--- config.mk ---
export PLATFORM = sky130hd
export DESIGN_NAME = aix_irq_ctrl
export DESIGN_NICKNAME = d
export VERILOG_FILES = /design/src/pkg/aix_pkg.sv /design/src/pkg/aix_aux_if.sv /design/src/hdl/aix_aux_prio.sv /design/src/hdl/aix_irq_ctrl.sv
export SDC_FILE = /design/constraint.sdc
export NUM_CORES = 1
export LEC_CHECK = 0
export ABC_AREA = 1
export BUFFER_PORTS_ARGS = -buffer_cell sky130_fd_sc_hd__buf_2
export CORE_ASPECT_RATIO = 1.75
export CORE_MARGIN = 2
export CORE_UTILIZATION = 25
export CTS_BUF_LIST = sky130_fd_sc_hd__clkbuf_4
export DETAILED_ROUTE_END_ITERATION = 8
export PLACE_DENSITY = 0.49
export SLEW_MARGIN = 20
export SYNTH_ARGS = -nofsm -noshare
export SYNTH_HDL_FRONTEND = slang
export SYNTH_SLANG_ARGS = --single-unit
export TNS_END_PERCENT = 10
--- constraint.sdc ---
create_clock -name sys_clk -period 1.2 [get_ports sys_clk]
set_input_delay 0.12 -clock sys_clk [delete_from_list [all_inputs] [get_ports sys_clk]]
set_output_delay 0.12 -clock sys_clk [all_outputs]
set_load 0.02 [all_outputs]
--- src/pkg/aix_pkg.sv ---
package aix_pkg;
   // special function register bus
   localparam int SFR_AW = 8;
   localparam int SFR_DW = 8;
   localparam logic [7:0] ADDR_TCTL = 8'h88;
   localparam logic [7:0] ADDR_XFLG = 8'h91;
   localparam logic [7:0] ADDR_AIPL = 8'hA4;
   localparam logic [7:0] ADDR_PIDX = 8'hA5;
   localparam logic [7:0] ADDR_AIEN = 8'hA6;
   localparam logic [7:0] ADDR_AIST = 8'hA7;
   localparam logic [7:0] ADDR_PIEN = 8'hA8;
   localparam logic [7:0] ADDR_PSEL = 8'hB8;
   localparam logic [7:0] ADDR_EICN = 8'hD8;
   localparam logic [7:0] ADDR_EMSK = 8'hE8;

   // reset values
   localparam logic [7:0] PIEN_RST = 8'h00;
   localparam logic [7:0] PSEL_RST = 8'h00;
   localparam logic [7:0] TCTL_RST = 8'h00;
   localparam logic [7:0] EICN_RST = 8'h00;
   localparam logic [7:0] EMSK_RST = 8'h00;
   localparam logic [7:0] AIEN_RST = 8'h00;
   // edge detector idle levels: rising extra inputs idle high, falling extra inputs low, inputs zero and one high
   localparam logic [3:0] EPRV_RST = 4'h5;
   localparam logic [1:0] XPRV_RST = 2'h3;

   // extra edge inputs two..five: bit set means rising-edge sensitive
   localparam logic [3:0] EDGE_RISE = 4'h5;
   localparam int XFLG_LSB = 4;

   // primary enable fields
   localparam int PIEN_GLOBAL = 7;

   // timer control fields
   localparam int TCTL_IT0 = 0;
   localparam int TCTL_IE0 = 1;
   localparam int TCTL_IT1 = 2;
   localparam int TCTL_IE1 = 3;
   localparam int TCTL_TR0 = 4;
   localparam int TCTL_TF0 = 5;
   localparam int TCTL_TR1 = 6;
   localparam int TCTL_TF1 = 7;

   // enable interrupt control fields
   localparam int EICN_WDOG = 3;
   localparam int EICN_SUM = 4;
   localparam int EICN_MEN = 5;
   localparam int EICN_SMOD1 = 7;

   // auxiliary source positions, bit 0 has the highest priority
   localparam int AUX_SEC = 0;
   localparam int AUX_ADSUM = 1;
   localparam int AUX_ADC = 2;
   localparam int AUX_MSEC = 3;
   localparam int AUX_SPITX = 4;
   localparam int AUX_SPIRX = 5;
   localparam int AUX_ALVD = 6;
   localparam int AUX_DLVD = 7;
   localparam int AUX_N = 8;
   localparam logic [3:0] PIDX_BASE = 4'h1;
   localparam logic [15:0] AUX_VECTOR = 16'h0033;
endpackage

--- src/pkg/aix_aux_if.sv ---
interface aix_aux_if;
   import aix_pkg::*;
   logic [AUX_N-1:0] raw;
   logic [AUX_N-1:0] enable;
   logic [AUX_N-1:0] masked;
   logic [3:0] index;
   modport core (output raw, output enable, input masked, input index);
   modport prio (input raw, input enable, output masked, output index);
endinterface

--- src/hdl/aix_aux_prio.sv ---
module aix_aux_prio
(
   // source status in, masked status and index out
   aix_aux_if.prio aux
);
   import aix_pkg::*;

   // lowest set bit wins; zero code when nothing is pending
   function automatic logic [3:0] aix_encode(input logic [AUX_N-1:0] pend);
      logic [3:0] code;
      code = 4'h0;
      for (int i = AUX_N - 1; i >= 0; i--)
      begin
         if (pend[i])
         begin
            code = PIDX_BASE + 4'(i);
         end
      end
      return code;
   endfunction

   // purely combinational so the index never lags the masked status
   always_comb
   begin
      aux.masked = aux.raw & aux.enable;
      aux.index = aix_encode(aux.raw & aux.enable);
   end
endmodule // aix_aux_prio

--- src/hdl/aix_irq_ctrl.sv ---
module aix_irq_ctrl
(
   // clock and reset
   input wire logic sys_clk,
   input wire logic rstn,
   // special function register port
   input wire logic [aix_pkg::SFR_AW-1:0] sfr_addr,
   input wire logic sfr_wr,
   input wire logic sfr_rd,
   input wire logic [aix_pkg::SFR_DW-1:0] sfr_wdata,
   output logic [aix_pkg::SFR_DW-1:0] sfr_rdata,
   // interrupt sources
   input wire logic [3:0] edge_in,
   input wire logic ext_input_zero,
   input wire logic ext_input_one,
   input wire logic tmr0_ovf,
   input wire logic tmr1_ovf,
   input wire logic watchdog_evt,
   input wire logic [aix_pkg::AUX_N-1:0] aux_src,
   // requests and settings toward the core
   output logic [3:0] ext_irq_req,
   output logic aux_irq_req,
   output logic [15:0] aux_vector,
   output logic [7:0] prim_enable,
   output logic [7:0] priority_select,
   output logic [1:0] timer_run,
   output logic serial1_dbl_rate
);
   import aix_pkg::*;

   typedef struct packed {
      logic [7:0] pien;
      logic [7:0] psel;
      logic [7:0] tctl;
      logic [7:0] eicn;
      logic [7:0] emsk;
      logic [7:0] aien;
      logic [3:0] eflag;
      logic [3:0] eprev;
      logic [1:0] xprev;
      logic [7:0] rdata;
      logic aux_req;
      logic [3:0] ext_req;
   } aix_state_t;

   aix_state_t st_reg;
   aix_state_t st_next;
   aix_aux_if aux ();

   // per-input edge hit, polarity chosen by the rise mask
   function automatic logic [3:0] aix_edge(input logic [3:0] cur,
                                           input logic [3:0] prev);
      return (cur & ~prev & EDGE_RISE) | (~cur & prev & ~EDGE_RISE);
   endfunction

   // priority encoder and masking shared with the read path
   assign aux.raw = aux_src;
   assign aux.enable = st_reg.aien;

   aix_aux_prio u_prio
   (
      .aux(aux.prio)
   );

   // read multiplexer; unmapped addresses return zero
   function automatic logic [7:0] aix_read(input logic [7:0] addr,
                                           input aix_state_t s,
                                           input logic [7:0] raw,
                                           input logic [7:0] msk,
                                           input logic [3:0] idx);
      logic [7:0] v;
      v = 8'h00;
      case (addr)
         ADDR_TCTL: v = s.tctl;
         ADDR_XFLG: v = {s.eflag, 4'h0};
         ADDR_AIPL: v = raw;
         ADDR_PIDX: v = {4'h0, idx};
         ADDR_AIEN: v = raw;
         ADDR_AIST: v = msk;
         ADDR_PIEN: v = s.pien;
         ADDR_PSEL: v = s.psel;
         ADDR_EICN: v = s.eicn;
         ADDR_EMSK: v = s.emsk;
         default: v = 8'h00;
      endcase
      return v;
   endfunction

   // next state: software writes first, hardware sets afterwards
   // so an event in the clearing cycle is never lost
   always_comb
   begin
      logic [3:0] hit;
      logic fall0;
      logic fall1;
      hit = aix_edge(edge_in, st_reg.eprev);
      fall0 = st_reg.xprev[0] & ~ext_input_zero;
      fall1 = st_reg.xprev[1] & ~ext_input_one;
      st_next = st_reg;
      st_next.eprev = edge_in;
      st_next.xprev = {ext_input_one, ext_input_zero};

      // register writes
      if (sfr_wr)
      begin
         case (sfr_addr)
            ADDR_TCTL: st_next.tctl = sfr_wdata;
            // a one sets the flag, a zero clears it
            ADDR_XFLG: st_next.eflag = sfr_wdata[XFLG_LSB +: 4];
            ADDR_AIEN: st_next.aien = sfr_wdata;
            ADDR_PIEN: st_next.pien = sfr_wdata;
            ADDR_PSEL: st_next.psel = sfr_wdata;
            ADDR_EICN: st_next.eicn = sfr_wdata;
            ADDR_EMSK: st_next.emsk = sfr_wdata;
            default: st_next = st_next;
         endcase
      end

      // extra flags stay set until software clears them
      st_next.eflag = st_next.eflag | hit;

      // external inputs zero and one: edge or low level by type bit
      if (st_reg.tctl[TCTL_IT0])
      begin
         st_next.tctl[TCTL_IE0] = st_next.tctl[TCTL_IE0] | fall0;
      end
      else
      begin
         st_next.tctl[TCTL_IE0] = ~ext_input_zero;
      end
      if (st_reg.tctl[TCTL_IT1])
      begin
         st_next.tctl[TCTL_IE1] = st_next.tctl[TCTL_IE1] | fall1;
      end
      else
      begin
         st_next.tctl[TCTL_IE1] = ~ext_input_one;
      end
      st_next.tctl[TCTL_TF0] = st_next.tctl[TCTL_TF0] | tmr0_ovf;
      st_next.tctl[TCTL_TF1] = st_next.tctl[TCTL_TF1] | tmr1_ovf;

      // sticky summary and watchdog flags
      st_next.eicn[EICN_SUM] = st_next.eicn[EICN_SUM] | (|aux.masked);
      st_next.eicn[EICN_WDOG] = st_next.eicn[EICN_WDOG] | watchdog_evt;

      // requests use the state before this cycle's write
      st_next.aux_req = (|aux.masked) & st_reg.eicn[EICN_MEN];
      st_next.ext_req = st_reg.eflag & st_reg.emsk[3:0]
                        & {4{st_reg.pien[PIEN_GLOBAL]}};

      // read data is captured on the strobe and held until the next one
      if (sfr_rd)
      begin
         st_next.rdata = aix_read(sfr_addr, st_reg, aux.raw, aux.masked,
                                  aux.index);
      end
   end

   // single state register
   always_ff @(posedge sys_clk or negedge rstn)
   begin
      if (!rstn)
      begin
         st_reg.pien <= PIEN_RST;
         st_reg.psel <= PSEL_RST;
         st_reg.tctl <= TCTL_RST;
         st_reg.eicn <= EICN_RST;
         st_reg.emsk <= EMSK_RST;
         st_reg.aien <= AIEN_RST;
         st_reg.eflag <= 4'h0;
         st_reg.eprev <= EPRV_RST;
         st_reg.xprev <= XPRV_RST;
         st_reg.rdata <= 8'h00;
         st_reg.aux_req <= 1'b0;
         st_reg.ext_req <= 4'h0;
      end
      else
      begin
         st_reg <= st_next;
      end
   end

   // outputs straight from the state register, except aux_vector, which is the constant AUX_VECTOR
   assign sfr_rdata = st_reg.rdata;
   assign ext_irq_req = st_reg.ext_req;
   assign aux_irq_req = st_reg.aux_req;
   assign aux_vector = AUX_VECTOR;
   assign prim_enable = st_reg.pien;
   assign priority_select = st_reg.psel;
   assign timer_run = {st_reg.tctl[TCTL_TR1], st_reg.tctl[TCTL_TR0]};
   assign serial1_dbl_rate = st_reg.eicn[EICN_SMOD1];

   // rising edge on input two sets its flag
   AST_EDGE_RISE: assert property (
      @(posedge sys_clk) disable iff (!rstn)
      (edge_in[0] && !$past(edge_in[0])) |=> st_reg.eflag[0])
      else $error("rising edge on input two did not set its flag");

   // falling edge on input three sets its flag
   AST_EDGE_FALL: assert property (
      @(posedge sys_clk) disable iff (!rstn)
      (!edge_in[1] && $past(edge_in[1])) |=> st_reg.eflag[1])
      else $error("falling edge on input three did not set its flag");

   // writing a one sets the flag
   AST_SW_SET: assert property (
      @(posedge sys_clk) disable iff (!rstn)
      (sfr_wr && sfr_addr == ADDR_XFLG && sfr_wdata[XFLG_LSB])
      |=> st_reg.eflag[0])
      else $error("software write did not set the extra flag");

   // a software-set flag raises its request when both masks allow
   AST_SW_REQ: assert property (
      @(posedge sys_clk) disable iff (!rstn)
      (sfr_wr && sfr_addr == ADDR_XFLG && sfr_wdata[XFLG_LSB + 2])
      ##1 (st_reg.emsk[2] && st_reg.pien[PIEN_GLOBAL])
      |=> ext_irq_req[2])
      else $error("software-set flag raised no request");

   // a set flag is never dropped without a software write
   AST_FLAG_HOLD: assert property (
      @(posedge sys_clk) disable iff (!rstn)
      (st_reg.eflag[2] && !(sfr_wr && sfr_addr == ADDR_XFLG))
      |=> st_reg.eflag[2])
      else $error("extra flag cleared without a write");

   // extra request follows flag, extended mask and global enable
   AST_EXT_REQ: assert property (
      @(posedge sys_clk) disable iff (!rstn)
      ##1 ext_irq_req[3] == ($past(st_reg.eflag[3]) && $past(st_reg.emsk[3])
                             && $past(st_reg.pien[PIEN_GLOBAL])))
      else $error("extra request does not match flag and masks");

   // auxiliary request needs a masked pending source and master enable
   AST_AUX_REQ: assert property (
      @(posedge sys_clk) disable iff (!rstn)
      ((|(aux_src & st_reg.aien)) && st_reg.eicn[EICN_MEN])
      |=> aux_irq_req)
      else $error("auxiliary request missing");

   // master enable clear keeps the auxiliary request low
   AST_AUX_MASTER: assert property (
      @(posedge sys_clk) disable iff (!rstn)
      !st_reg.eicn[EICN_MEN] |=> !aux_irq_req)
      else $error("auxiliary request while master enable clear");

   // index reads zero when nothing enabled is pending
   AST_PIDX_ZERO: assert property (
      @(posedge sys_clk) disable iff (!rstn)
      (sfr_rd && sfr_addr == ADDR_PIDX && (aux_src & st_reg.aien) == 8'h00)
      |=> sfr_rdata == 8'h00)
      else $error("pending index not zero with nothing pending");

   // masked status read returns raw and enable combined
   AST_MASK_READ: assert property (
      @(posedge sys_clk) disable iff (!rstn)
      (sfr_rd && sfr_addr == ADDR_AIST)
      |=> sfr_rdata == ($past(aux_src) & $past(st_reg.aien)))
      else $error("masked status read wrong");

   // enable read returns the raw status, not the written mask
   AST_AIEN_READ: assert property (
      @(posedge sys_clk) disable iff (!rstn)
      (sfr_rd && sfr_addr == ADDR_AIEN) |=> sfr_rdata == $past(aux_src))
      else $error("aux enable read did not return raw status");

   // primary enable reads back what was written
   AST_PIEN_READ: assert property (
      @(posedge sys_clk) disable iff (!rstn)
      (sfr_wr && sfr_addr == ADDR_PIEN) ##1 !sfr_wr ##1
      (sfr_rd && sfr_addr == ADDR_PIEN && !sfr_wr)
      |=> sfr_rdata == $past(sfr_wdata, 3))
      else $error("primary enable read-back mismatch");

   // watchdog event lands in the control register flag
   AST_WDT_SET: assert property (
      @(posedge sys_clk) disable iff (!rstn)
      watchdog_evt |=> st_reg.eicn[EICN_WDOG])
      else $error("watchdog flag not set");

   // any masked pending source sets the summary flag
   AST_SUM_SET: assert property (
      @(posedge sys_clk) disable iff (!rstn)
      (|(aux_src & st_reg.aien)) |=> st_reg.eicn[EICN_SUM])
      else $error("auxiliary summary flag not set");

   // level mode: input zero flag follows the inverted pin
   AST_LVL_IN0: assert property (
      @(posedge sys_clk) disable iff (!rstn)
      !st_reg.tctl[TCTL_IT0]
      |=> st_reg.tctl[TCTL_IE0] == !$past(ext_input_zero))
      else $error("level-mode input zero flag wrong");

   // edge mode: a falling input zero sets its flag
   AST_EDGE_IN0: assert property (
      @(posedge sys_clk) disable iff (!rstn)
      (st_reg.tctl[TCTL_IT0] && $past(ext_input_zero) && !ext_input_zero)
      |=> st_reg.tctl[TCTL_IE0])
      else $error("edge-mode input zero flag not set");

   // timer one overflow lands in its flag
   AST_TF1_SET: assert property (
      @(posedge sys_clk) disable iff (!rstn)
      tmr1_ovf |=> st_reg.tctl[TCTL_TF1])
      else $error("timer one overflow flag not set");

   // raw status read returns the sources before masking
   AST_RAW_READ: assert property (
      @(posedge sys_clk) disable iff (!rstn)
      (sfr_rd && sfr_addr == ADDR_AIPL) |=> sfr_rdata == $past(aux_src))
      else $error("raw status read wrong");

   // the seconds source outranks every other one
   AST_IDX_HIGH: assert property (
      @(posedge sys_clk) disable iff (!rstn)
      (sfr_rd && sfr_addr == ADDR_PIDX && aux_src[0] && st_reg.aien[0])
      |=> sfr_rdata == 8'h01)
      else $error("pending index missed the top source");
endmodule // aix_irq_ctrl

==> flow_summary.json, run 1 <==
{
  "outcome": "finished with violations",
  "failed_checks": "setup timing",
  "maxCapViolCount": 0,
  "cp_common_cell": "nand2_2",
  "path_buf_inv": 2,
  "timing.final.crit_share_pct": 104.9,
  "cp_cell_sequence": "nand2_2 > nand2_2 > nor2_4 > inv_2 > nor4_4 > buf_4 > o211ai_2",
  "dr.pass1.iters": 4,
  "max_stage_delay_ps": 410,
  "p_seq_share_pct": 48.6,
  "synthCells": 482,
  "drtIter0Drc": 217,
  "cp-end-kind": "flip-flop",
  "antenna_found_initial": 1,
  "worstPathArrival_ps": 1560,
  "cts.clk_slew.worst_paths_ps": 130,
  "place_congestion": 0.9302,
  "yosysSeqAreaShare_pct": 45.73,
  "power.switching_w": 0.001432,
  "finalNetCount": 607,
  "worstPathRequired_ps": 1500,
  "critPathLaunchType": "flip-flop",
  "crit_slowest_cell": "dfrtp_1",
  "start_util_pct": 25.44,
  "ys_seq_elements": 71,
  "synthDistinctLibCells": 31,
  "area_growth_pct": 24.79,
  "core_um2": 15310,
  "critPathMaxFanout": 2,
  "dieArea_um2": 16640,
  "yosys_warnings": 0,
  "tritoncts": "built",
  "power.density_nw_per_um2": 1094,
  "viasPerCell": 4.416,
  "cts_sinks": 71,
  "cts_buffers": 9,
  "n_fill_cell": 1696,
  "ir_worst_vdd_mv": 0.3785,
  "drive_gt1_share_pct": 31.30,
  "p_int_w": 0.003887,
  "comb_power_share_pct": 13.5,
  "numPortBuffers": 68,
  "fp.dieH_um": 169.1,
  "cts-root-buf": "clkbuf_4",
  "grt_overflow": 0,
  "p_leak_nw": 2.507,
  "grt_use_total_pct": 14.63,
  "layout_setup_ws_ps": -59.10,
  "reg2reg_depth": 7,
  "max_freq_mhz": 794.2,
  "htreeDepth": 3,
  "min_path_cells": 5,
  "path_depth": 7,
  "grt_pass1_vias": 3296,
  "post-route-drc-count": 0,
  "swShare_pct": 26.92,
  "setup_viol": 3,
  "grt_pass1_wl_um": 18460,
  "drv_slew": 0,
  "hold_slack_ps": 43.62,
  "placementRows": 60,
  "cp_top_family": "simple AND/OR/NAND/NOR gates",
  "fin_crit_ps": 1259,
  "largest_register_ffs": 31,
  "hp-class": "in -> reg",
  "final_hold_viol_count": 0,
  "post-dp-hpwl_um": 9455,
  "syn_area_per_cell_um2": 8.083,
  "die_x_um": 98.37,
  "criticalPathCategory": "reg -> reg",
  "via_count": 3365,
  "drtAntennaViolNets": 0,
  "grt_max_degree": 72,
  "setup_tns_ps": -116.7,
  "clk_path_buf_depth": 2,
  "wl_um": 12070,
  "clkPwrFrac_pct": 37.9,
  "wire_per_inst_um": 15.85,
  "io_pins": 85,
  "worstSkewPairLatency_ps": 430,
  "rsz0062_at_grt": "yes",
  "clock_skew_ps": 14.32,
  "synthesis.area_um2": 3896
}
[final cells by class]
type | instances | area (µm²) | share of cell area (%)
Sequential cell | 71 | 1783 | 36.67
Timing Repair Buffer | 120 | 865.8 | 17.81
Clock inverter | 5 | 107.6 | 2.213
Multi-Input combinational cell | 326 | 1629 | 33.50
Tap cell | 186 | 232.7 | 4.786
Antenna cell | 1 | 2.502 | 0.05147
Clock buffer | 11 | 82.58 | 1.698
Inverter | 42 | 158.9 | 3.268
[logic make-up (layout without fill, tap and decap cells)]
family	Yosys count	in the layout	share of synthesized area, %
buffers and inverters	99	178	15.09
AND/OR/NAND/NOR	248	248	28.61
AO/OA/AOI/OAI	62	62	10.37
flip-flops	71	71	45.73
other	2	17	0.1928
[cell usage after synthesis]
library cell	number	area [µm²]
nand2_1	138	518.0
nand3_1	52	260.3
o21ai_2	13	113.9
o211ai_2	1	12.51
conb_1	2	7.510
inv_1	35	131.4
nor2_4	6	67.56
nand2_2	6	37.54
clkbuf_1	1	3.750
nor3_1	1	5.000
dfrtp_1	67	1677
o21ai_1	12	60.06
inv_2	6	22.52
buf_4	48	360.4
buf_6	4	45.04
nand3b_1	1	7.510
o21a_1	8	60.06
nor3_2	1	10.01
nand3_2	2	20.02
o221ai_1	4	35.03
nand4_1	1	6.260
buf_2	4	20.02
nor4_1	1	6.260
dfstp_2	4	105.1
o21ai_0	19	95.09
clkinv_2	1	5.000
o22ai_1	2	12.51
a21oi_1	3	15.01
nor2_8	1	20.02
nand3_4	1	17.52
nor2_1	37	138.9
[worst min-delay path: stages]
cell	delay [ps]
buf_2	110
nand2_1	60
nand3_1	70
nand2_1	50
nand2_1	50
[worst paths after layout]
path / start / endpoint / slack [ps]
min reg2reg: st_reg[40] / st_reg[40] / 490
max reg2reg: aux.enable[4] / st_reg[43] / -60
min: aux_src[2] / sfr_rdata[2] / 40
min in group asynchronous: rstn / st_reg[18] / 240
max: aux.enable[4] / st_reg[43] / -60
max in group asynchronous: rstn / st_reg[13] / 630
[metal layers]
metal	up-vias	GRT usage (%)	wire, µm	share of wire [%]
met4	0	7.564	412	3.4
met2	93	26.59	6565	54
met1	1584	15.96	4610	38
met5	-	0	0	0
met3	17	2.718	486	4.0
li1	1671	-	-	-
[power by group through the flow]
stage                     combinational, W  sequential [W]  clock (W)
after global routing              0.000789         0.00260    0.00217
after CTS                         0.000714         0.00258    0.00207
after detailed placement          0.000657         0.00263          0
after global placement            0.000652         0.00262          0
final                             0.000717         0.00258    0.00202
after floorplan                   0.000402         0.00260          0
[cell usage in the layout (no fill, tap or decap), types with 8 or more instances in the layout]
cell type      count
nand2_2           15
conb_1            16
clkbuf_4          11
buf_4             35
o21ai_0           19
buf_6             10
nor2_1            34
inv_1             33
dfrtp_1           66
dlygate4sd3_1     14
o21a_1             8
nand3_1           52
nand2_1          129
o21ai_2           13
o21ai_1           12
buf_2             58
inv_2              8
[stage by stage]
| stage | utilization [%] | worst slack [ps] | total power (W) | area [µm²] | cells |
|---|---|---|---|---|---|
| global route | 31.75 | -136.2 | 0.005554 | 4862 | 762 |
| floorplan | - | 73.56 | 0.003005 | 3955 | 496 |
| global placement | 28.87 | -275.2 | 0.003273 | 4422 | 731 |
| finish | 31.75 | -59.10 | 0.005319 | 4862 | 762 |
| CTS | 31.33 | -115.1 | 0.005368 | 4798 | 761 |
| detailed placement | 28.87 | -289.6 | 0.003282 | 4422 | 731 |
[what timing repair did]
action | in CTS | in global routing
hold endpoints to repair | 93 | 0
setup endpoints to repair | 8 | 17
resized for setup | 16 | 21
hold buffers | 14 | 0
setup buffers | 0 | 0
pin swaps | 1 | 2
Note: power is estimated with default switching activity, not from simulation.
==> inputs of run 2 (changes only) <==
--- a/config.mk
+++ b/config.mk
@@ -9,10 +9,10 @@
 export BUFFER_PORTS_ARGS = -buffer_cell sky130_fd_sc_hd__buf_2
 export CORE_ASPECT_RATIO = 1.75
 export CORE_MARGIN = 2
-export CORE_UTILIZATION = 25
+export CORE_UTILIZATION = 35
 export CTS_BUF_LIST = sky130_fd_sc_hd__clkbuf_4
 export DETAILED_ROUTE_END_ITERATION = 8
-export PLACE_DENSITY = 0.49
+export PLACE_DENSITY = 0.63
 export SLEW_MARGIN = 20
 export SYNTH_ARGS = -nofsm -noshare
 export SYNTH_HDL_FRONTEND = slang
==> run 2 against run 1 <==
Net effect:
- the flow still finishes with violations (setup timing)
- first-iteration DRC count decreased by 16%
- final cell count decreased by 5.2%
- hold slack improved by 13 ps
- sequential share of layout area grew 0.57 points
- global-route usage up 4.7 points
- setup slack better by 28 ps
- largest cell class unchanged
- cell area fell by 1.6%
- clock power shrank 24%
==> flow_summary.json, run 2 (synthesis results as in run 1) <==
{
  "outcome": "finished with violations",
  "failed_checks": "setup timing",
  "placementRows": 51,
  "tritoncts": "built",
  "io_pins": 85,
  "viasPerCell": 4.758,
  "rsz0062_at_grt": "yes",
  "grt_pass1_vias": 3393,
  "cp_cell_sequence": "nand2_2 > nand2_2 > nor2_4 > inv_2 > nor4_2 > buf_4 > o211ai_2",
  "reg2reg_slack_ps": -30,
  "die_x_um": 83.76,
  "grt_overflow": 0,
  "cts.clk_slew.worst_paths_ps": 120,
  "n_fill_cell": 1156,
  "grt_pass1_wl_um": 17520,
  "critPathMaxFanout": 2,
  "htreeDepth": 3,
  "grt_use_total_pct": 19.38,
  "multi_input_area_um2": 1618,
  "stdcell_area_um2": 4785,
  "drtAntennaViolNets": 0,
  "final_common_cell": "nand2_1",
  "drtIter0Drc": 183,
  "final_hold_viol_count": 0,
  "start_util_pct": 35.50,
  "dieArea_um2": 12030,
  "dr.pass1.iters": 5,
  "timing.final.crit_share_pct": 102.6,
  "fp.dieH_um": 143.6,
  "post-dp-hpwl_um": 8989,
  "p_leak_nw": 2.543,
  "reg2reg_depth": 7,
  "seq_area_um2": 1782,
  "finalPower_w": 0.004836,
  "largest_register_ffs": 31,
  "via_count": 3435,
  "setup_viol": 2,
  "critPathLaunchType": "flip-flop",
  "place_congestion": 0.9017,
  "min_path_cells": 5,
  "max_freq_mhz": 812.1,
  "cp-end-kind": "flip-flop",
  "worstSkewPairLatency_ps": 430,
  "path_buf_inv": 2,
  "most-common-layout-cells": "nand2_1 (133), dfrtp_1 (67), buf_2 (66)",
  "cts_sinks": 71,
  "ir_worst_vdd_mv": 0.4108,
  "wire_per_inst_um": 15.71,
  "layout_setup_ws_ps": -31.36,
  "core_um2": 10980,
  "cts_buffers": 9,
  "finalNetCount": 621,
  "maxCapViolCount": 0,
  "cp_common_cell": "nand2_2",
  "cp_top_family": "flip-flops",
  "antenna_found_initial": 1,
  "numPortBuffers": 68,
  "worstPathRequired_ps": 1510,
  "place_ws_ps": -175.3,
  "path_depth": 7,
  "post-route-drc-count": 0,
  "crit_slowest_cell": "dfrtp_1",
  "cts-root-buf": "clkbuf_4",
  "max_stage_delay_ps": 410,
  "place_area_um2": 4437,
  "area_growth_pct": 22.80,
  "wl_um": 11340,
  "worstPathArrival_ps": 1540,
  "drv_slew": 0,
  "criticalPathCategory": "reg -> reg",
  "clock_skew_ps": 15.71,
  "clk_path_buf_depth": 2,
  "power.density_nw_per_um2": 1011,
  "grt_max_degree": 72,
  "fin_crit_ps": 1231,
  "hold_slack_ps": 56.92,
  "hp-class": "in -> reg",
  "drive_gt1_share_pct": 32.09
}
-- run 2: changes by cell type in the layout (fill, tap and decap cells not counted), sizes merged --
cell / before / now
buf: 106 / 120
bufinv: 3 / 1
clkinvlp: 0 / 2
clkbuf: 11 / 10
clkinv: 3 / 4
-- run 2: final timing paths --
check,from,endpoint
max,aux.enable[5],st_reg[43]
min,aux_src[2],sfr_rdata[2]
max reg2reg,aux.enable[5],st_reg[43]
min reg2reg,sfr_rdata[4],sfr_rdata[4]
max in group asynchronous,rstn,st_reg[13]
min in group asynchronous,rstn,st_reg[21]
-- run 2: final cells by class --
cell class                 count  area share, %
inverter                      42          3.321
multi-input combinational    326          33.81
sequential                    71          37.24
clock buffer                  10          1.569
antenna                        1        0.05230
clock inverter                 6          1.308
tap                          132          3.452
timing repair buffer         134          19.25
-- run 2: what timing repair did --
item	in CTS	in global routing
setup endpoints to repair	5	9
hold buffers	14	0
gates resized for setup	3	13
setup buffers	1	2
hold endpoints to repair	95	0
pin swaps	1	7
-- run 2: stage by stage --
stage          instances  TNS, ps  util (%)
6_report             722   -32.75     43.59
3_5_place_dp         688    -5579     40.42
4_1_cts              719   -104.5     43.09
5_1_grt              722   -303.5     43.59
3_3_place_gp         688    -5161     40.42
2_1_floorplan        496        0         -
-- run 2: report_power, final --
group	switching [W]	total, W	leakage [nW]	internal (W)
registers	0.0000798	0.00258	0.913	0.00250
logic	0.000441	0.000713	1.56	0.000272
clock network	0.000892	0.00154	0.0700	0.000651
total	0.00141	0.00484	2.54	0.00342
-- run 2: per-layer routing --
layer	global-route usage, %	vias up	share of wire [%]
li1	-	1693	-
met1	20.02	1609	37
met2	37.01	106	54
met3	3.044	27	4.0
met4	10.27	0	4.9
met5	0	-	0
-- run 2: worst min-delay path: cells and delay by family --
kind	cells	cell delay, ps
buffers and inverters	1	110
and+or+nand+nor	4	220
